[config.mk]
export PLATFORM = sky130hd
export DESIGN_NAME = cor_regs
export DESIGN_NICKNAME = d
export VERILOG_FILES = /design/src/cor_clk_div.v /design/src/cor_regs.v
export VERILOG_INCLUDE_DIRS = /design/src /design/src/src
export SDC_FILE = /design/constraint.sdc
export NUM_CORES = 1
export LEC_CHECK = 0
export BUFFER_PORTS_ARGS = -buffer_cell sky130_fd_sc_hd__buf_2
export CORE_MARGIN = 1
export CORE_UTILIZATION = 41
export DETAILED_ROUTE_END_ITERATION = 16
export PLACE_DENSITY = 0.71
export SLEW_MARGIN = 0
export SYNTH_ARGS = -nofsm -noshare
export SYNTH_HDL_FRONTEND = slang
export SYNTH_SLANG_ARGS = --single-unit
[constraint.sdc]
create_clock -name clk -period 4.4 [get_ports clk]
set_input_delay 0.44 -clock clk [delete_from_list [all_inputs] [get_ports clk]]
set_output_delay 0.44 -clock clk [all_outputs]
set_load 0.05 [all_outputs]
[src/cor_consts.vh]
// Constants for the clock output and PLL pin override register group
`ifndef COR_CONSTS_VH
`define COR_CONSTS_VH

// Register addresses on the serial port
`define COR_ADDR_W          15
`define COR_ADDR_PRE_EMPH   15'h0048
`define COR_ADDR_TRIG_CTRL  15'h0057
`define COR_ADDR_PLL_OVR    15'h0058

// Reset values
`define COR_RST_PRE_EMPH    8'h00
`define COR_RST_TRIG_CTRL   8'h00
`define COR_RST_PLL_OVR     8'h00

// Serial frame: one read/write bit, address, one data byte
`define COR_SPI_HDR_BITS    5'h10
`define COR_SPI_LAST_BIT    5'h17
`define COR_SPI_DONE_BITS   5'h18

// Field positions
`define COR_PE_MSB          3
`define COR_PE_LSB          0
`define COR_TRIG_EN_BIT     7
`define COR_TRIG_MODE_MSB   2
`define COR_TRIG_MODE_LSB   0
`define COR_OVR_EN_BIT      7
`define COR_SECOND_MSB      5
`define COR_SECOND_LSB      4
`define COR_FIRST_MSB       3
`define COR_FIRST_LSB       2
`define COR_SE_SEL_BIT      1
`define COR_PLL_EN_BIT      0

// Lanes sharing the pre-emphasis setting
`define COR_LANES           8
`define COR_PE_W            4

// Trigger output modes
`define COR_TRIG_UI16       3'h0
`define COR_TRIG_UI32       3'h1
`define COR_TRIG_UI64       3'h2
`define COR_TRIG_TSTAMP     3'h3

// Half periods in serializer unit-interval ticks
`define COR_HALF_UI16       6'h08
`define COR_HALF_UI32       6'h10
`define COR_HALF_UI64       6'h20

// Reference output modes and half periods in reference half-cycle ticks
`define COR_REF_OFF         2'h0
`define COR_REF_DIV1        2'h1
`define COR_REF_DIV2        2'h2
`define COR_REF_DIV4        2'h3
`define COR_HALF_DIV1       6'h01
`define COR_HALF_DIV2       6'h02
`define COR_HALF_DIV4       6'h04
`define COR_HALF_NONE       6'h00

`endif

[src/cor_clk_div.v]
// Tick-driven clock divider with an even duty cycle
`timescale 1ns/1ns
`include "cor_consts.vh"

module cor_clk_div (
   clk,
   sys_rst,
   en,
   tick,
   half_count,
   clk_out_q
);
   input  wire       clk;
   input  wire       sys_rst;
   input  wire       en;
   input  wire       tick;
   input  wire [5:0] half_count;
   output reg        clk_out_q;

   reg [5:0] cnt_q;

   // Disable parks the output low so it restarts from a known phase
   always @(posedge clk or posedge sys_rst) begin
      if (sys_rst) begin
         cnt_q     <= 6'h00;
         clk_out_q <= 1'b0;
      end else if (!en || half_count == `COR_HALF_NONE) begin
         cnt_q     <= 6'h00;
         clk_out_q <= 1'b0;
      end else if (tick) begin
         if (cnt_q >= half_count - 6'h01) begin
            cnt_q     <= 6'h00;
            clk_out_q <= ~clk_out_q;
         end else begin
            cnt_q <= cnt_q + 6'h01;
         end
      end
   end
endmodule // cor_clk_div

[src/cor_regs.v]
// Clock output and PLL pin override registers behind the serial port
`timescale 1ns/1ns
`include "cor_consts.vh"

// How it works
// - One four-bit pre-emphasis value drives all serializer lanes together.
// - Trigger enable bit gates the trigger output buffer and divider.
// - Mode 0/1/2 give 16/32/64 UI clocks, 3 the timestamp, rest reserved.
// - All three registers reset to zero: trigger off, pins in control.
// - Override enable picks register fields over the PLL configuration pins.
// - Under override, bits 5:4 set second reference output off, /1, /2, /4.
// - Without override, second output mode field is ignored; pins decide.
// - Second reference output runs only while the first one runs.
// - Under override, bits 3:2 set first reference output; else pins.
// - Under override, bit 1 selects the single-ended reference input.
// - Under override, bit 0 enables the sampling PLL.
module cor_regs (
   clk,
   sys_rst,
   spi_sclk,
   spi_sdi,
   spi_sen_n,
   spi_sdo_q,
   spi_sdo_oe_n_q,
   ser_ui_tick,
   ser_reinit,
   ref_half_tick,
   timestamp_input,
   clock_config_pin_a,
   clock_config_pin_b,
   single_ended_ref_pin,
   pll_enable_pin,
   lane_pre_emphasis_q,
   pulse_output_pin_q,
   first_ref_output_q,
   second_ref_output_q,
   single_ended_ref_sel_q,
   pll_enable_q
);
   input  wire        clk;
   input  wire        sys_rst;
   input  wire        spi_sclk;
   input  wire        spi_sdi;
   input  wire        spi_sen_n;
   output reg         spi_sdo_q;
   output reg         spi_sdo_oe_n_q;
   input  wire        ser_ui_tick;
   input  wire        ser_reinit;
   input  wire        ref_half_tick;
   input  wire        timestamp_input;
   input  wire        clock_config_pin_a;
   input  wire        clock_config_pin_b;
   input  wire        single_ended_ref_pin;
   input  wire        pll_enable_pin;
   output reg  [31:0] lane_pre_emphasis_q;
   output reg         pulse_output_pin_q;
   output reg         first_ref_output_q;
   output reg         second_ref_output_q;
   output reg         single_ended_ref_sel_q;
   output reg         pll_enable_q;

   // Reference output mode to half period in ticks
   function [5:0] ref_half;
      input [1:0] mode;
      begin
         case (mode)
            `COR_REF_DIV1: ref_half = `COR_HALF_DIV1;
            `COR_REF_DIV2: ref_half = `COR_HALF_DIV2;
            `COR_REF_DIV4: ref_half = `COR_HALF_DIV4;
            default:       ref_half = `COR_HALF_NONE;
         endcase
      end
   endfunction

   // Configuration pin pair to a reference output mode
   function [1:0] pin_mode;
      input       second;
      input [1:0] pins;
      begin
         case (pins)
            2'h1:    pin_mode = second ? `COR_REF_OFF : `COR_REF_DIV1;
            2'h2:    pin_mode = `COR_REF_DIV1;
            2'h3:    pin_mode = `COR_REF_DIV2;
            default: pin_mode = `COR_REF_OFF;
         endcase
      end
   endfunction

   reg  [7:0]             pre_emph_q;
   reg  [7:0]             trig_ctrl_q;
   reg  [7:0]             pll_ovr_q;
   reg                    sclk_q;
   reg  [4:0]             bit_cnt_q;
   reg  [22:0]            shift_q;
   reg                    rd_q;
   reg  [`COR_ADDR_W-1:0] addr_q;
   reg  [7:0]             rd_sh_q;
   reg                    ts_q;
   reg  [7:0]             rdata;
   wire                   sclk_rise;
   wire                   sclk_fall;
   wire [7:0]             wdata;
   wire                   wr_stb;
   wire                   trig_en;
   wire [2:0]             trig_mode;
   wire                   ovr_en;
   wire [1:0]             pins;
   wire [1:0]             first_mode;
   wire [1:0]             second_mode;
   wire [1:0]             second_eff;
   reg  [5:0]             trig_half;
   wire                   trig_div_en;
   wire                   trig_div_out;
   wire                   first_div_out;
   wire                   second_div_out;
   wire [31:0]            lane_pre_emphasis_d;

   // Serial port; host keeps sclk well below clk/4 so each level is seen
   assign sclk_rise = spi_sclk & ~sclk_q;
   assign sclk_fall = ~spi_sclk & sclk_q;
   assign wdata     = {shift_q[6:0], spi_sdi};
   assign wr_stb    = sclk_rise & ~spi_sen_n & ~rd_q & (bit_cnt_q == `COR_SPI_LAST_BIT);

   always @* begin
      case (addr_q)
         `COR_ADDR_PRE_EMPH:  rdata = pre_emph_q;
         `COR_ADDR_TRIG_CTRL: rdata = trig_ctrl_q;
         `COR_ADDR_PLL_OVR:   rdata = pll_ovr_q;
         default:             rdata = 8'h00;
      endcase
   end

   always @(posedge clk or posedge sys_rst) begin
      if (sys_rst) begin
         sclk_q         <= 1'b0;
         bit_cnt_q      <= 5'h00;
         shift_q        <= 23'h000000;
         rd_q           <= 1'b0;
         addr_q         <= {`COR_ADDR_W{1'b0}};
         rd_sh_q        <= 8'h00;
         spi_sdo_q      <= 1'b0;
         spi_sdo_oe_n_q <= 1'b1;
      end else begin
         sclk_q <= spi_sclk;
         if (spi_sen_n) begin
            bit_cnt_q      <= 5'h00;
            rd_q           <= 1'b0;
            spi_sdo_oe_n_q <= 1'b1;
         end else begin
            if (sclk_rise && bit_cnt_q != `COR_SPI_DONE_BITS) begin
               shift_q   <= {shift_q[21:0], spi_sdi};
               bit_cnt_q <= bit_cnt_q + 5'h01;
               if (bit_cnt_q == `COR_SPI_HDR_BITS - 5'h01) begin
                  rd_q   <= shift_q[14];
                  addr_q <= {shift_q[13:0], spi_sdi};
               end
            end
            // Read data loaded once the header is in
            if (bit_cnt_q == `COR_SPI_HDR_BITS && sclk_q && rd_q && spi_sdo_oe_n_q) begin
               rd_sh_q <= rdata;
            end
            if (sclk_fall && rd_q && bit_cnt_q >= `COR_SPI_HDR_BITS
                && bit_cnt_q != `COR_SPI_DONE_BITS) begin
               spi_sdo_q      <= rd_sh_q[7];
               rd_sh_q        <= {rd_sh_q[6:0], 1'b0};
               spi_sdo_oe_n_q <= 1'b0;
            end
         end
      end
   end

   // Reserved bits stored as written; software keeps them zero
   always @(posedge clk or posedge sys_rst) begin
      if (sys_rst) begin
         pre_emph_q  <= `COR_RST_PRE_EMPH;
         trig_ctrl_q <= `COR_RST_TRIG_CTRL;
         pll_ovr_q   <= `COR_RST_PLL_OVR;
      end else if (wr_stb) begin
         case (addr_q)
            `COR_ADDR_PRE_EMPH:  pre_emph_q  <= wdata;
            `COR_ADDR_TRIG_CTRL: trig_ctrl_q <= wdata;
            `COR_ADDR_PLL_OVR:   pll_ovr_q   <= wdata;
            default:             pre_emph_q  <= pre_emph_q;
         endcase
      end
   end

   // One setting fanned out to every lane
   genvar lane;
   generate
      for (lane = 0; lane < `COR_LANES; lane = lane + 1) begin : g_lane
         assign lane_pre_emphasis_d[lane*`COR_PE_W +: `COR_PE_W] =
            pre_emph_q[`COR_PE_MSB:`COR_PE_LSB];
      end
   endgenerate

   // One process for the whole bus keeps a single driver on the output
   always @(posedge clk or posedge sys_rst) begin
      if (sys_rst) begin
         lane_pre_emphasis_q <= 32'h00000000;
      end else begin
         lane_pre_emphasis_q <= lane_pre_emphasis_d;
      end
   end

   // Trigger output
   assign trig_en   = trig_ctrl_q[`COR_TRIG_EN_BIT];
   assign trig_mode = trig_ctrl_q[`COR_TRIG_MODE_MSB:`COR_TRIG_MODE_LSB];

   always @* begin
      case (trig_mode)
         `COR_TRIG_UI16: trig_half = `COR_HALF_UI16;
         `COR_TRIG_UI32: trig_half = `COR_HALF_UI32;
         `COR_TRIG_UI64: trig_half = `COR_HALF_UI64;
         default:        trig_half = `COR_HALF_NONE;
      endcase
   end

   // Serializer restart resets divider phase, so the clock drops briefly
   assign trig_div_en = trig_en & ~ser_reinit;

   cor_clk_div u_trig_div (
      .clk        (clk),
      .sys_rst    (sys_rst),
      .en         (trig_div_en),
      .tick       (ser_ui_tick),
      .half_count (trig_half),
      .clk_out_q  (trig_div_out)
   );

   always @(posedge clk or posedge sys_rst) begin
      if (sys_rst) begin
         ts_q               <= 1'b0;
         pulse_output_pin_q <= 1'b0;
      end else begin
         ts_q <= timestamp_input;
         if (!trig_en) begin
            pulse_output_pin_q <= 1'b0;
         end else if (trig_mode == `COR_TRIG_TSTAMP) begin
            pulse_output_pin_q <= ts_q;
         end else begin
            pulse_output_pin_q <= trig_div_out;
         end
      end
   end

   // PLL pin override
   assign ovr_en      = pll_ovr_q[`COR_OVR_EN_BIT];
   assign pins        = {clock_config_pin_b, clock_config_pin_a};
   assign first_mode  = ovr_en ? pll_ovr_q[`COR_FIRST_MSB:`COR_FIRST_LSB]
                               : pin_mode(1'b0, pins);
   assign second_mode = ovr_en ? pll_ovr_q[`COR_SECOND_MSB:`COR_SECOND_LSB]
                               : pin_mode(1'b1, pins);
   assign second_eff  = (first_mode == `COR_REF_OFF) ? `COR_REF_OFF : second_mode;

   cor_clk_div u_first_div (
      .clk        (clk),
      .sys_rst    (sys_rst),
      .en         (1'b1),
      .tick       (ref_half_tick),
      .half_count (ref_half(first_mode)),
      .clk_out_q  (first_div_out)
   );

   cor_clk_div u_second_div (
      .clk        (clk),
      .sys_rst    (sys_rst),
      .en         (1'b1),
      .tick       (ref_half_tick),
      .half_count (ref_half(second_eff)),
      .clk_out_q  (second_div_out)
   );

   always @(posedge clk or posedge sys_rst) begin
      if (sys_rst) begin
         first_ref_output_q     <= 1'b0;
         second_ref_output_q    <= 1'b0;
         single_ended_ref_sel_q <= 1'b0;
         pll_enable_q           <= 1'b0;
      end else begin
         first_ref_output_q     <= first_div_out;
         second_ref_output_q    <= second_div_out;
         single_ended_ref_sel_q <= ovr_en ? pll_ovr_q[`COR_SE_SEL_BIT]
                                          : single_ended_ref_pin;
         pll_enable_q           <= ovr_en ? pll_ovr_q[`COR_PLL_EN_BIT]
                                          : pll_enable_pin;
      end
   end
endmodule // cor_regs

# Yosys cells after proc, flatten, opt, wreduce, memory -nomap -nowiden
# Cells that the tools add are included.
[totals] word_cells=144 input_bits=13 register_bits=130
[op_classes] muxes=40 n_reduce_logical=36 eq_ne=19 magnitude_cmp=4 n_bitwise=14 addsub=7
[ops] operator="$mux 6" count=9
[ops] operator="$eq 15x7->1 const B" count=3
[ops] operator="$pmux 8 s3" count=1
[ops] operator="$reduce_and 2->1" count=10
[ops] operator="$reduce_bool 2->1" count=10
[ops] operator="$add 6x1->6 const B" count=3
[ops] operator="$ge 6x6->1" count=3
[ops] operator="$logic_not 6->1" count=3
[ops] operator="$mux 1" count=18
[ops] operator="$pmux 3 s3" count=2
[ops] operator="$pmux 6 s3" count=1
[ops] operator="$mux 8" count=2
[ops] operator="$eq 2x2->1 const B" count=6
[ops] operator="$eq 5x5->1 const B" count=2
[ops] operator="$mux 5" count=2
[ops] operator="$not 1->1" count=8
[ops] operator="$pmux 2 s2" count=2
[ops] operator="$sub 3x1->4 const B" count=2
[ops] operator="$logic_and 1x1->1" count=7
[ops] operator="$and 1x1->1" count=6
[ops] operator="$eq 2x1->1 const B" count=3
[ops] operator="$eq 3x2->1 const B" count=2
[ops] operator="$mux 2" count=3
[ops] operator="$sub 6x1->6 const B" count=1
[ops] operator="other kinds (11)" count=11

# Longest topological paths before layout
# Gate-level depths: netlist (run 1).
[logic_depth] ltp_word=13 ltp_mapped=16

# Modules after synthesis
# Synthesis (run 1) repeated with hierarchy kept, for this count alone.
[hier_totals] hier_cells=484 hier_area_um2=5676.7
[modules_own_cells] mod="cor_regs" seq_area_each_um2=2028.2 area_each_um2=3946.3 cells_per_inst=298 n_inst=1
[modules_own_cells] mod="cor_clk_div" seq_area_each_um2=175.2 area_each_um2=576.8 cells_per_inst=62 n_inst=3

# Worst setup path before layout (run 1)
# No wires, ideal clock.
[synth_path] path_kind="input to register" start="input clock_config_pin_a" end="register u_second_div.cnt_q[0]" t_required_ps=4317 setup_ps=83 arrival_ps=3207 setup_slack_ps=1110 n_path_buf=1 stages=15 cell_sequence="ha_1 nor2b_1 a21oi_1 ha_1 clkbuf_1 inv_1 o21ai_0 ha_1 inv_1 ha_1 and3_1 o21ai_0 o211ai_1 or2_2 o21ai_0"
[synth_via] elab_chain_cells=13 word_cells_on_any_way=21 classes_between="add/sub (1); order compare (1); eq/ne (6); mux (9); reduce/logical (4)"
[synth_lines] item="start: declaration" line_no="cor_regs.v:51" rtl="input wire clock_config_pin_a;"
[synth_lines] item="$eq 2x2->1 / $eq 2x1->1 (equally long branches)" line_no="cor_regs.v:80" rtl="case (pins)"
[synth_lines] item="$reduce_or 2->1 (no line)"
[synth_lines] item="$pmux 2 s2" line_no="cor_regs.v:80"
[synth_lines] item="$mux 2" line_no="cor_regs.v:250" rtl="assign first_mode = ovr_en ? pll_ovr_q[`COR_FIRST_MSB:`COR_FIRST_LSB]"
[synth_lines] item="$logic_not 2->1 (no line)"
[synth_lines] item="$mux 2 *" line_no="cor_regs.v:254" rtl="assign second_eff = (first_mode == `COR_REF_OFF) ? `COR_REF_OFF : second_mode;"
[synth_lines] item="$eq 2x2->1 / $eq 2x1->1 (equally long branches)" line_no="cor_regs.v:66" rtl="case (mode)"
[synth_lines] item="$pmux 3 s3 *" line_no="cor_regs.v:66"
[synth_lines] item="$sub 3x1->4" line_no="cor_clk_div.v:31" rtl="if (cnt_q >= half_count - 6'h01) begin"
[synth_lines] item="$ge 6x6->1" line_no="cor_clk_div.v:31"
[synth_lines] item="$mux 6" line_no="cor_clk_div.v:31"
[synth_lines] item="$mux 6" line_no="cor_clk_div.v:30" rtl="end else if (tick) begin"
[synth_lines] item="$mux 6" line_no="cor_clk_div.v:27" rtl="end else if (!en || half_count == `COR_HALF_NONE) begin"
[synth_lines] item="end signal: assignment" line_no="cor_clk_div.v:35" rtl="cnt_q <= cnt_q + 6'h01;"
[synth_lines] item="end: declaration" line_no="cor_clk_div.v:20" rtl="reg [5:0] cnt_q;"
# Mark *: on every way between the ends. The rest lies on a longest branch, timed or not. The select of a mux whose other input is x is not followed.
# A chain may end at the register's enable or synchronous reset.

# Worst setup path after layout (run 1)
[layout_path] start="register pll_ovr_q[7]" end="register u_second_div.cnt_q[0]"
[layout_via] elab_chain_cells=10 word_cells_on_any_way=15 classes_between="add/sub (1); order compare (1); eq/ne (3); mux (7); reduce/logical (3)"
[layout_lines] item="start: declaration" line_no="cor_regs.v:91" rtl="reg [7:0] pll_ovr_q;"
[layout_lines] item="start signal: assignment" line_no="cor_regs.v:177" rtl="pll_ovr_q <= `COR_RST_PLL_OVR;"
[layout_lines] item="start signal: assignment" line_no="cor_regs.v:182" rtl="`COR_ADDR_PLL_OVR: pll_ovr_q <= wdata;"
[layout_lines] item="$mux 2" line_no="cor_regs.v:250"
[layout_lines] item="$logic_not 2->1 (no line)"
[layout_lines] item="$mux 2 *" line_no="cor_regs.v:254"
[layout_lines] item="$eq 2x2->1 / $eq 2x1->1 (equally long branches)" line_no="cor_regs.v:66"
[layout_lines] item="$pmux 3 s3 *" line_no="cor_regs.v:66"
[layout_lines] item="$sub 3x1->4" line_no="cor_clk_div.v:31"
[layout_lines] item="$ge 6x6->1" line_no="cor_clk_div.v:31"
[layout_lines] item="$mux 6" line_no="cor_clk_div.v:31"
[layout_lines] item="$mux 6" line_no="cor_clk_div.v:30"
[layout_lines] item="$mux 6" line_no="cor_clk_div.v:27"
# Marked as above.

==> reports/results.tsv, run 1 <==
stage	metric	value	unit
status	outcome	completed	
floorplanning	fp.dieArea	13300	sq um
cts	clock_path_buffers	2	
critical_path	cp_data_required_time	4.66	ns
floorplanning	fp.coreArea	12300	sq um
floorplanning	die_w	115	um
power	pwr-share-seq	52.6	%
logic_synthesis	synth-edff-count	0	
critical_path	start_kind	register	
power	clockPowerShare	38.5	%
global_routing	busiest_layer	met2	
detailed_routing	avgViaCountPerCell	5.28	
power	comb_power_share	8.9	%
detailed_routing	drt-pass1-iter-count	4	
power	finalPower	2.01	mW
global_routing	track_usage	16.4	%
power	internal_power	1.51	mW
critical_path	path_class	reg -> reg	
logic_synthesis	yosysWarnings	0	
detailed_routing	antenna_left	0	
logic_synthesis	synth-main-ff-cell	dfrtp_1	
floorplanning	fp.dieH	115	um
logic_synthesis	synth_seq_area_share	48.6	%
power	p_leak	2.82	nW
logic_synthesis	ys_top_cells_by_count	101 x dfrtp_1, 42 x mux2_2, 30 x ha_1, 30 x nor2_1, 29 x nand2_1	
cts	insertion_delay	0.35	ns
critical_path	crit_path_end_kind	register	
cts	hold_buffers	0	
cts	cts_num_sinks	102	
critical_path	path_max_fanout	11	
place	place_area	5470	sq um
cts	cts.clk_slew.worst_paths	0.06	ns
final_layout	postLayoutCellArea	5750	sq um
job	max_cap_violations	0	
final_layout	fin_util	46.9	%
logic_synthesis	syn_nets	514	
logic_synthesis	avgSynthCellArea	11.2	sq um
timing	totalNegativeSetupSlack	0	ns
logic_synthesis	synth.most_common_cell	dfrtp_1	
final_layout	area_growth	9.55	%
logic_synthesis	async_flop_share	100	%
logic_synthesis	synthCells	471	
timing	maxSlewHeadroom	39.7	%
global_routing	grtUsageMet3	3.37	%
detailed_routing	dr.first_iter.drc_count	233	
detailed_routing	drc	0	
floorplanning	ios	52	
timing	timing.fmax	279	MHz
worst_hold_path	worst_hold_path_type	in -> reg	
global_routing	first_global_vias	3403	
timing	worst_pin_slew	0.904	ns
timing	slew_violations	0	
detailed_routing	wl	9.76	mm
floorplanning	rows	40	
timing	setup_viol	0	
place	gp_congestion	0.779	
global_routing	grt_start_max_net_pins	75	
cts	cts_root_buf	clkbuf_16	
cts	post_cts_resized	0	
global_routing	grt_pass1_wl	16.7	mm
floorplanning	start_util	42.8	%
detailed_routing	wl_per_cell	14.6	um
global_routing	grt_overflow	0	
timing	rsz0062_at_grt	false	
place	pre_cts_ws	0.667	ns
power	power_density	350	nW/um^2
power	vdd_drop_max	178	uV
cts	htree_num_levels	3	
power	switching_share	25.0	%
global_routing	grtUsageMet1	21.2	%
logic_synthesis	ys_ff_latch	102	
logic_synthesis	synth_top_area_share	48.1	%
final_layout	drive_gt1_share	25.9	%
logic_synthesis	synth.area.top_cells	dfrtp_1 48%, mux2_2 9.0%, ha_1 7.1%, buf_4 4.0%, o21ai_0 2.3%	
critical_path	critPathArrivalTime	3.85	ns
cts	cts_setup_buffers	0	
logic_synthesis	syn_area	5250	sq um
logic_synthesis	synthDistinctLibCells	58	
timing	finClkSkew	0.00818	ns
final_layout	nets	536	
cts	cts_tree	done	
global_routing	use_met2	26.5	%
place	dp_hpwl	6.79	mm
logic_synthesis	yosys.area.top_type	dfrtp_1	
detailed_routing	num_vias	3514	
timing	period_share	81.6	%
power	p_sw	0.504	mW
cts	numCtsBuffers	9	
timing	period_needed	3.59	ns
timing	fin_ws	0.810	ns
global_routing	antenna_found_initial	0	
place	io_buffers	51	
final_layout	n_antenna_cell	0	
timing	finalHoldViolations	0	
==> final cells by class <==
cell class / count / area [sq um]
Clock buffer: 12 / 236
Timing Repair Buffer: 53 / 270
Multi-Input combinational cell: 306 / 2350
Clock inverter: 4 / 47.5
Tap cell: 168 / 210
Sequential cell: 102 / 2550
Fill cell: 1125 / 6510
Inverter: 21 / 81.3
==> metrics by stage <==
stage	hold slack, ns	std cells
global route	0.192	666
CTS	0.190	666
detailed placement	0.389	650
finish	0.202	666
floorplan	0.367	471
global placement	0.385	650
==> per-layer routing <==
layer  wire length, um  vias up
li1                  -     1696
met1              4670     1726
met2              4540       72
met3               300       20
met4               240        0
met5                 0        -
==> logic make-up after synthesis <==
kind of cell / share of synthesized area [%]
simple gates: 13.6
flops: 48.6
compound gates: 9.53
buf+inv: 6.55
mux: 13.6
fa+ha+maj: 7.15
xor+xnor: 1.00
==> layout by cell type, fill, tap and decap left out, types with 3 or more instances in the layout <==
cell and n:
o21ai_0 24, dfrtp_1 101, a21o_1 3, a22o_1 9, a22oi_1 8, and3_1 6, nand3_1 16, buf_2 51
nand4_1 3, mux2_2 42, nor2_1 30, a21oi_1 17, mux2i_1 3, clkbuf_1 3, nor2b_1 7, o31ai_1 3
nor3_1 9, inv_1 19, and4b_1 3, o22ai_1 3, mux2_4 8, clkbuf_16 9, mux2_1 8, ha_1 30
xor2_1 4, nand2_1 29, nand2b_1 7
==> state kept, by name, summed over array words and instances, names as in the netlist, 6 cells and up <==
name and flops:
pll_ovr_q 8, trig_ctrl_q 8, pre_emph_q 8, u_trig_div.cnt_q 6, addr_q 15, u_second_div.cnt_q 6
u_first_div.cnt_q 6, rd_sh_q 8, shift_q 15
==> critical path, stage by stage, from the launching register on <==
cell and delay (ns):
dfrtp_1 0.55, nor2b_1 0.11, a21oi_1 0.20, ha_1 0.43, inv_1 0.17, o21ai_0 0.20
ha_1 0.22, inv_1 0.09, ha_1 0.33, and3_1 0.20, o21ai_0 0.24, o211ai_1 0.27
or2_2 0.36, o21ai_0 0.14
==> power by group through the flow <==
stage                     logic, mW  clock network, mW  registers [mW]
after CTS                     0.183              0.797            1.06
after global routing          0.207              0.834            1.07
after global placement        0.171                  0            1.07
after detailed placement      0.182                  0            1.08
after floorplan               0.133                  0            1.06
final                         0.180              0.775            1.06
==> final timing paths <==
check | startpoint | end | slack (ns) | cells past startpoint
max | pll_ovr_q[7] | u_second_div.cnt_q[0] | 0.81 | 13
max in group asynchronous | sys_rst | shift_q[8] | 3.19 | 3
max reg2reg | pll_ovr_q[7] | u_second_div.cnt_q[0] | 0.81 | 13
min reg2reg | u_first_div.clk_out_q | first_ref_output_q | 0.40 | 0
min in group asynchronous | sys_rst | u_trig_div.cnt_q[2] | 0.28 | 2
min | timestamp_input | ts_q | 0.20 | 1
No activity file was read; power rests on OpenSTA's default activity.
==> run 2, diff against run 1 <==
clock period = 3.75 ns   (was 4.4 ns; I/O delays follow)
==> run 2 against run 1 <==
Against the previous run: count of clock-buffer cells in the layout decreased by 1; hold slack got worse by 0.15 ns; setup slack got worse by 0.37 ns; largest cell class unchanged; final cell count increased by 0.60%; critical path type unchanged; sequential power increased by 17%; non-clock buffer count increased by 4; largest power group unchanged; via count increased by 0.34%; highest routed layer unchanged; combinational power increased by 21%; utilization increased by 0.69 points.
==> reports/results.tsv, run 2 (synthesized netlist as in run 1, its figures left out) <==
stage	metric	value	unit	change
power	clockPowerShare	41.8	%	+3.3 points
final_layout	drive_gt1_share	27.1	%	+1.2 points
place	gp_congestion	0.813		+4.5%
final_layout	nets	540		+0.75%
place	dp_hpwl	6.96	mm	+2.6%
cts	insertion_delay	0.35	ns	about the same
final_layout	mostFrequentLayoutCell	dfrtp_1		
floorplanning	fp.dieArea	13300	sq um	unchanged
final_layout	area_growth	11.2	%	
cts	clock_path_buffers	2		unchanged
timing	timing.hold.ws	0.0535	ns	-0.148 ns
job	max_cap_violations	0		unchanged
place	io_buffers	51		unchanged
final_layout	fillers	1088		-3.3%
critical_path	reg2reg_from	pll_ovr_q[7]		
timing	setup_viol	0		unchanged
final_layout	fin_cells	670		+0.60%
critical_path	crit_path_start	pll_ovr_q[7]		
cts	htree_num_levels	3		unchanged
critical_path	ff2ff_setup_slack	0.44	ns	-0.37 ns
cts	hold_buffers	0		unchanged
cts	post_cts_resized	0		unchanged
critical_path	critPathArrivalTime	3.58	ns	-0.27 ns
power	switching_share	24.8	%	-0.27 points
timing	finalHoldViolations	0		unchanged
final_layout	top_regs	addr_q x15, shift_q x15		
global_routing	grt_start_max_net_pins	41		-45%
detailed_routing	num_vias	3526		+0.34%
timing	slew_violations	0		unchanged
cts	cts.clk_slew.worst_paths	0.07	ns	about the same
critical_path	start_kind	register		
detailed_routing	drc	0		unchanged
timing	timing.fmax	302	MHz	+8.5%
detailed_routing	dr.first_iter.drc_count	126		-46%
cts	cts_setup_buffers	0		unchanged
floorplanning	fp.dieH	115	um	unchanged
power	p_leak	2.87	nW	+1.7%
timing	finClkSkew	0.00655	ns	-0.00163 ns
cts	cts_num_sinks	102		unchanged
floorplanning	ios	52		unchanged
detailed_routing	antenna_left	0		unchanged
power	comb_power_share	8.7	%	-0.2 points
detailed_routing	wl	9.72	mm	-0.35%
critical_path	crit_path_end_kind	register		
floorplanning	fp.coreArea	12300	sq um	unchanged
timing	period_share	88.2	%	+6.6 points
power	pwr-share-seq	49.5	%	-3.1 points
timing	worst_pin_slew	0.709	ns	-0.195 ns
global_routing	track_usage	16.1	%	-0.28 points
cts	cts_root_buf	clkbuf_16		
timing	period_needed	3.31	ns	-0.281 ns
timing	totalNegativeSetupSlack	0	ns	unchanged
global_routing	first_global_vias	3412		+0.26%
floorplanning	start_util	42.8	%	unchanged
worst_hold_path	worst_hold_path_type	in -> async		
power	p_sw	0.622	mW	+23%
detailed_routing	wl_per_cell	14.5	um	-0.94%
critical_path	cp_data_required_time	4.02	ns	-0.64 ns
detailed_routing	avgViaCountPerCell	5.26		-0.26%
critical_path	r2r-end	u_second_div.cnt_q[4]		
cts	numCtsBuffers	9		unchanged
power	finalPower	2.51	mW	+25%
power	power_density	430	nW/um^2	+23%
floorplanning	rows	40		unchanged
floorplanning	die_w	115	um	unchanged
global_routing	grt_overflow	0		unchanged
final_layout	n_antenna_cell	0		unchanged
timing	rsz0062_at_grt	false		
final_layout	layout_common_cells	101 x dfrtp_1, 51 x buf_2, 42 x mux2_2		
global_routing	antenna_found_initial	0		unchanged
critical_path	path_max_fanout	9		-2
power	internal_power	1.89	mW	+25%
status	outcome	completed		
critical_path	reg2reg_depth	14		+1
critical_path	path_class	reg -> reg		
power	vdd_drop_max	211	uV	+18%
timing	maxSlewHeadroom	52.6	%	+13 points
global_routing	grt_pass1_wl	16.4	mm	-2.1%
final_layout	fin_util	47.6	%	+0.69 points
cts	cts_tree	done		
place	place_inst	654		+0.62%
detailed_routing	drt-pass1-iter-count	4		unchanged
## run 2: cell count changes in the layout (fill, tap and decap cells not counted)
| cell | before | now |
|---|---|---|
| clkinvlp_4 | 1 | 0 |
| clkinv_2 | 2 | 0 |
| clkbuf_8 | 0 | 2 |
| clkbuf_1 | 3 | 0 |
| buf_4 | 2 | 6 |
| bufinv_16 | 1 | 2 |
| inv_6 | 0 | 3 |
## run 2: worst max path at each step
stage	to	cells after the start
floorplan	u_second_div.cnt_q[0]	15
global placement	u_second_div.cnt_q[0]	16
detailed placement	u_second_div.cnt_q[4]	17
CTS	u_second_div.cnt_q[4]	14
global route	u_second_div.cnt_q[4]	14
finish	u_second_div.cnt_q[4]	14
## run 2: worst max-delay path: stages (launching register included)
cell and delay, ns:
dfrtp_1 0.55, mux2i_1 0.35, inv_1 0.08, ha_1 0.23, inv_1 0.14, o21ai_0 0.18
ha_1 0.23, inv_1 0.14, ha_1 0.28, a21o_1 0.20, o21ai_0 0.21, o211ai_1 0.17
buf_4 0.18, o22ai_1 0.15, o2bb2ai_1 0.13
## run 2: layer usage
| layer | part of all wire [%] | GRT usage [%] | up-vias | wire length [um] |
|---|---|---|---|---|
| met5 | 0 | 0 | - | 0 |
| met4 | 2.2 | 8.23 | 0 | 212 |
| met3 | 3.5 | 2.85 | 14 | 336 |
| met2 | 49 | 26.2 | 86 | 4790 |
| met1 | 45 | 20.6 | 1727 | 4390 |
| li1 | - | - | 1699 | - |
## run 2: layout make-up
cell class | instances | area [sq um] | share of cell area, %
flip-flops and latches | 102 | 2550 | 43.7
multi-input cells | 306 | 2350 | 40.3
repair buffers | 57 | 300 | 5.14
clock buffers | 11 | 253 | 4.33
well taps | 168 | 210 | 3.60
clock inverters | 5 | 86.3 | 1.48
inverters | 21 | 81.3 | 1.39
## run 2: power by group through the flow
stage	Clock [mW]	Combinational [mW]	Sequential, mW
3_3_place_gp	0	0.208	1.26
6_report	1.05	0.218	1.24
2_1_floorplan	0	0.156	1.24
3_5_place_dp	0	0.222	1.26
4_1_cts	1.07	0.223	1.24
5_1_grt	1.12	0.247	1.25
## run 2: through the flow
stage	worst slack (ns)	instance area [sq um]
2_1_floorplan	0.525	5250
3_3_place_gp	0.559	5500
3_5_place_dp	0.329	5500
4_1_cts	0.447	5840
5_1_grt	0.224	5840
6_report	0.441	5840
==> run 3, diff against run 2 <==
ABC_AREA = 1   (was not set)
==> run 3 against run 2 <==
Against the previous run: power is 0.72% higher; die area is 1.4% higher; clock skew is 0.0021 ns higher; utilization is 1.3 points lower; setup slack better by 0.25 ns; non-clock buffer count is 4 lower; design area is 0.47% higher; area after synthesis is 1.5% higher; combinational power is 16% higher; sequential share of layout area is 0.21 points lower; largest power group unchanged; first-iteration DRC count is 97% higher.
==> reports/results.tsv, run 3 <==
stage	metric	value	unit	change
status	outcome	completed		
critical_path	ff2ff_setup_slack	0.69	ns	+0.25 ns
timing	slew_violations	0		unchanged
logic_synthesis	synth_top_area_share	47.4	%	-0.69 points
critical_path	path_class	reg -> reg		
final_layout	fillers	1197		+10%
detailed_routing	drc	0		unchanged
timing	timing.fmax	327	MHz	+8.0%
worst_hold_path	worst_hold_path_type	in -> reg		
critical_path	crit_path_start	pll_ovr_q[7]		
final_layout	layout_common_cells	154 x nand2_1, 101 x dfrtp_1, 59 x inv_1		
cts	cts_root_buf	clkbuf_16		
timing	finalHoldViolations	0		unchanged
critical_path	path_max_fanout	10		+1
global_routing	grt_pass1_wl	16.9	mm	+3.0%
power	power_density	431	nW/um^2	+0.25%
critical_path	crit_slowest_cell	dfrtp_1		
critical_path	cp_cell_sequence	inv_1, nand2_1, a21boi_0, ha_1, inv_1, nand2_1, ha_1, inv_1, ha_1, nand4_1, o21ai_0, and2_1, nor2_1, a21oi_1		
floorplanning	rows	41		+2.5%
global_routing	track_usage	16.0	%	-0.034 points
critical_path	worstSetupEndpoint	u_second_div.clk_out_q		
floorplanning	start_util	42.1	%	-0.78 points
place	gp_congestion	0.801		-1.6%
detailed_routing	wl_per_cell	12.4	um	-15%
critical_path	reg2reg_depth	14		unchanged
logic_synthesis	yosysWarnings	0		unchanged
final_layout	n_antenna_cell	0		unchanged
detailed_routing	num_vias	3922		+11%
cts	insertion_delay	0.35	ns	about the same
floorplanning	die_w	116	um	+0.71%
final_layout	top_regs	addr_q x15, shift_q x15		
detailed_routing	dr.first_iter.drc_count	248		+97%
place	dp_hpwl	7.05	mm	+1.3%
final_layout	fin_cells	806		+20%
floorplanning	fp.dieH	116	um	+0.71%
logic_synthesis	async_flop_share	100	%	unchanged
cts	cts_tree	done		
place	io_buffers	51		unchanged
timing	rsz0062_at_grt	false		
cts	cts_num_sinks	102		unchanged
logic_synthesis	synthDistinctLibCells	39		-33%
power	vdd_drop_max	218	uV	+3.5%
logic_synthesis	synth.area.top_cells	dfrtp_1 47%, nand2_1 11%, ha_1 7.0%, nand3_1 4.3%, inv_1 4.2%		
timing	worst_pin_slew	0.995	ns	+0.286 ns
critical_path	reg2reg_from	pll_ovr_q[7]		
timing	period_needed	3.06	ns	-0.246 ns
job	max_cap_violations	0		unchanged
critical_path	start_kind	register		
final_layout	ff_latch_area	2550	sq um	unchanged
timing	period_share	81.7	%	-6.6 points
critical_path	cp_data_required_time	4.03	ns	about the same
final_layout	mostFrequentLayoutCell	nand2_1		
logic_synthesis	synth-edff-count	0		unchanged
floorplanning	ios	52		unchanged
timing	maxSlewHeadroom	33.7	%	-19 points
final_layout	drive_gt1_share	18.5	%	-8.6 points
floorplanning	fp.coreArea	12700	sq um	+3.3%
critical_path	cp.depth	14		unchanged
final_layout	multi_input_area	2240	sq um	-5.0%
global_routing	antenna_found_initial	0		unchanged
cts	clock_path_buffers	2		unchanged
timing	finClkSkew	0.00868	ns	+0.00213 ns
detailed_routing	antenna_left	0		unchanged
critical_path	critPathArrivalTime	3.34	ns	-0.24 ns
critical_path	critPathTopFamily	adder cells		
power	p_leak	3.00	nW	+4.7%
detailed_routing	wl	10.0	mm	+2.8%
logic_synthesis	synth-main-ff-cell	dfrtp_1		
cts	post_cts_resized	0		unchanged
detailed_routing	avgViaCountPerCell	4.87		-7.5%
cts	cts_setup_buffers	0		unchanged
global_routing	grt_overflow	0		unchanged
global_routing	grt_start_max_net_pins	82		+100%
floorplanning	fp.dieArea	13500	sq um	+1.4%
place	place_inst	790		+21%
logic_synthesis	synth_seq_area_share	47.9	%	-0.70 points
cts	hold_buffers	0		unchanged
global_routing	first_global_vias	3655		+7.1%
logic_synthesis	synth.most_common_cell	nand2_1		
cts	cts.clk_slew.worst_paths	0.07	ns	about the same
timing	setup_viol	0		unchanged
critical_path	crit_path_end_kind	register		
logic_synthesis	ys_top_cells_by_count	154 x nand2_1, 101 x dfrtp_1, 60 x inv_1, 46 x nand3_1, 37 x nor2_1		
logic_synthesis	avgSynthCellArea	8.79	sq um	-21%
critical_path	r2r-end	u_second_div.clk_out_q		
logic_synthesis	yosys.area.top_type	dfrtp_1		
critical_path	path_buf_inv	3		-1
final_layout	area_growth	10.1	%	
logic_synthesis	ys_ff_latch	102		unchanged
final_layout	nets	672		+24%
logic_synthesis	syn_nets	649		+26%
cts	htree_num_levels	3		unchanged
detailed_routing	drt-pass1-iter-count	4		unchanged
cts	numCtsBuffers	9		unchanged
logic_synthesis	synthCells	606		+29%
critical_path	slowest_delay	0.49	ns	-0.06 ns
logic_synthesis	syn_area	5330	sq um	+1.5%
timing	totalNegativeSetupSlack	0	ns	unchanged
run 3: changes by cell type after synthesis, moves of 9 or more:
cell,before,now
nand2_1,29,154
mux2_2,42,0
inv_1,20,60
nand3_1,16,46
o21ai_1,2,20
o21ai_2,0,18
a21oi_1,17,8
a22o_1,9,0
run 3: worst min path at each step:
stage | startpoint | end | slack, ns | cells past startpoint
floorplan | u_second_div.clk_out_q | second_ref_output_q | 0.37 | 0
global placement | u_second_div.clk_out_q | second_ref_output_q | 0.39 | 0
detailed placement | u_first_div.clk_out_q | first_ref_output_q | 0.40 | 0
CTS | timestamp_input | ts_q | 0.14 | 1
global route | timestamp_input | ts_q | 0.14 | 1
finish | timestamp_input | ts_q | 0.15 | 1
run 3: power breakdown:
group          internal, mW  switching, mW
Clock                 0.672          0.411
Combinational        0.0725          0.179
Sequential             1.16         0.0366
run 3: kinds of logic after synthesis:
kind of cell / count (synthesis) / share of synthesized area, %
AOI/OAI and AO/OA: 79 / 8.95
adders and majority gates: 30 / 7.04
DFF: 102 / 47.9
buffers and inverters: 105 / 10.1
xor gates and xnor gates: 12 / 1.97
and+or+nand+nor: 277 / 23.8
muxes: 1 / 0.211
run 3: layout make-up:
class | instances | share of cell area (%)
sequential | 102 | 43.5
multi-input combinational | 399 | 38.1
timing repair buffer | 53 | 4.61
inverter | 64 | 4.18
clock buffer | 11 | 4.14
tap | 172 | 3.67
clock inverter | 5 | 1.77
run 3: layer usage:
metal,share of wire (%),GRT usage [%],vias up,wire [um]
li1,-,-,1974,-
met1,48,20.9,1873,4780
met2,48,26.5,65,4780
met3,3.1,3.09,10,311
met4,1.3,5.90,0,126
met5,0,0,-,0
run 3: stage by stage:
step | hold WS [ns] | setup WS (ns) | utilization [%] | cell area, sq um | total power [mW]
detailed placement | 0.400 | 0.525 | 43.6 | 5520 | 1.47
CTS | 0.142 | 0.693 | 46.3 | 5870 | 2.55
global route | 0.143 | 0.446 | 46.3 | 5870 | 2.63
finish | 0.146 | 0.688 | 46.3 | 5870 | 2.53
floorplan | 0.367 | 0.701 | - | 5330 | 1.39
global placement | 0.394 | 0.696 | 43.6 | 5520 | 1.45
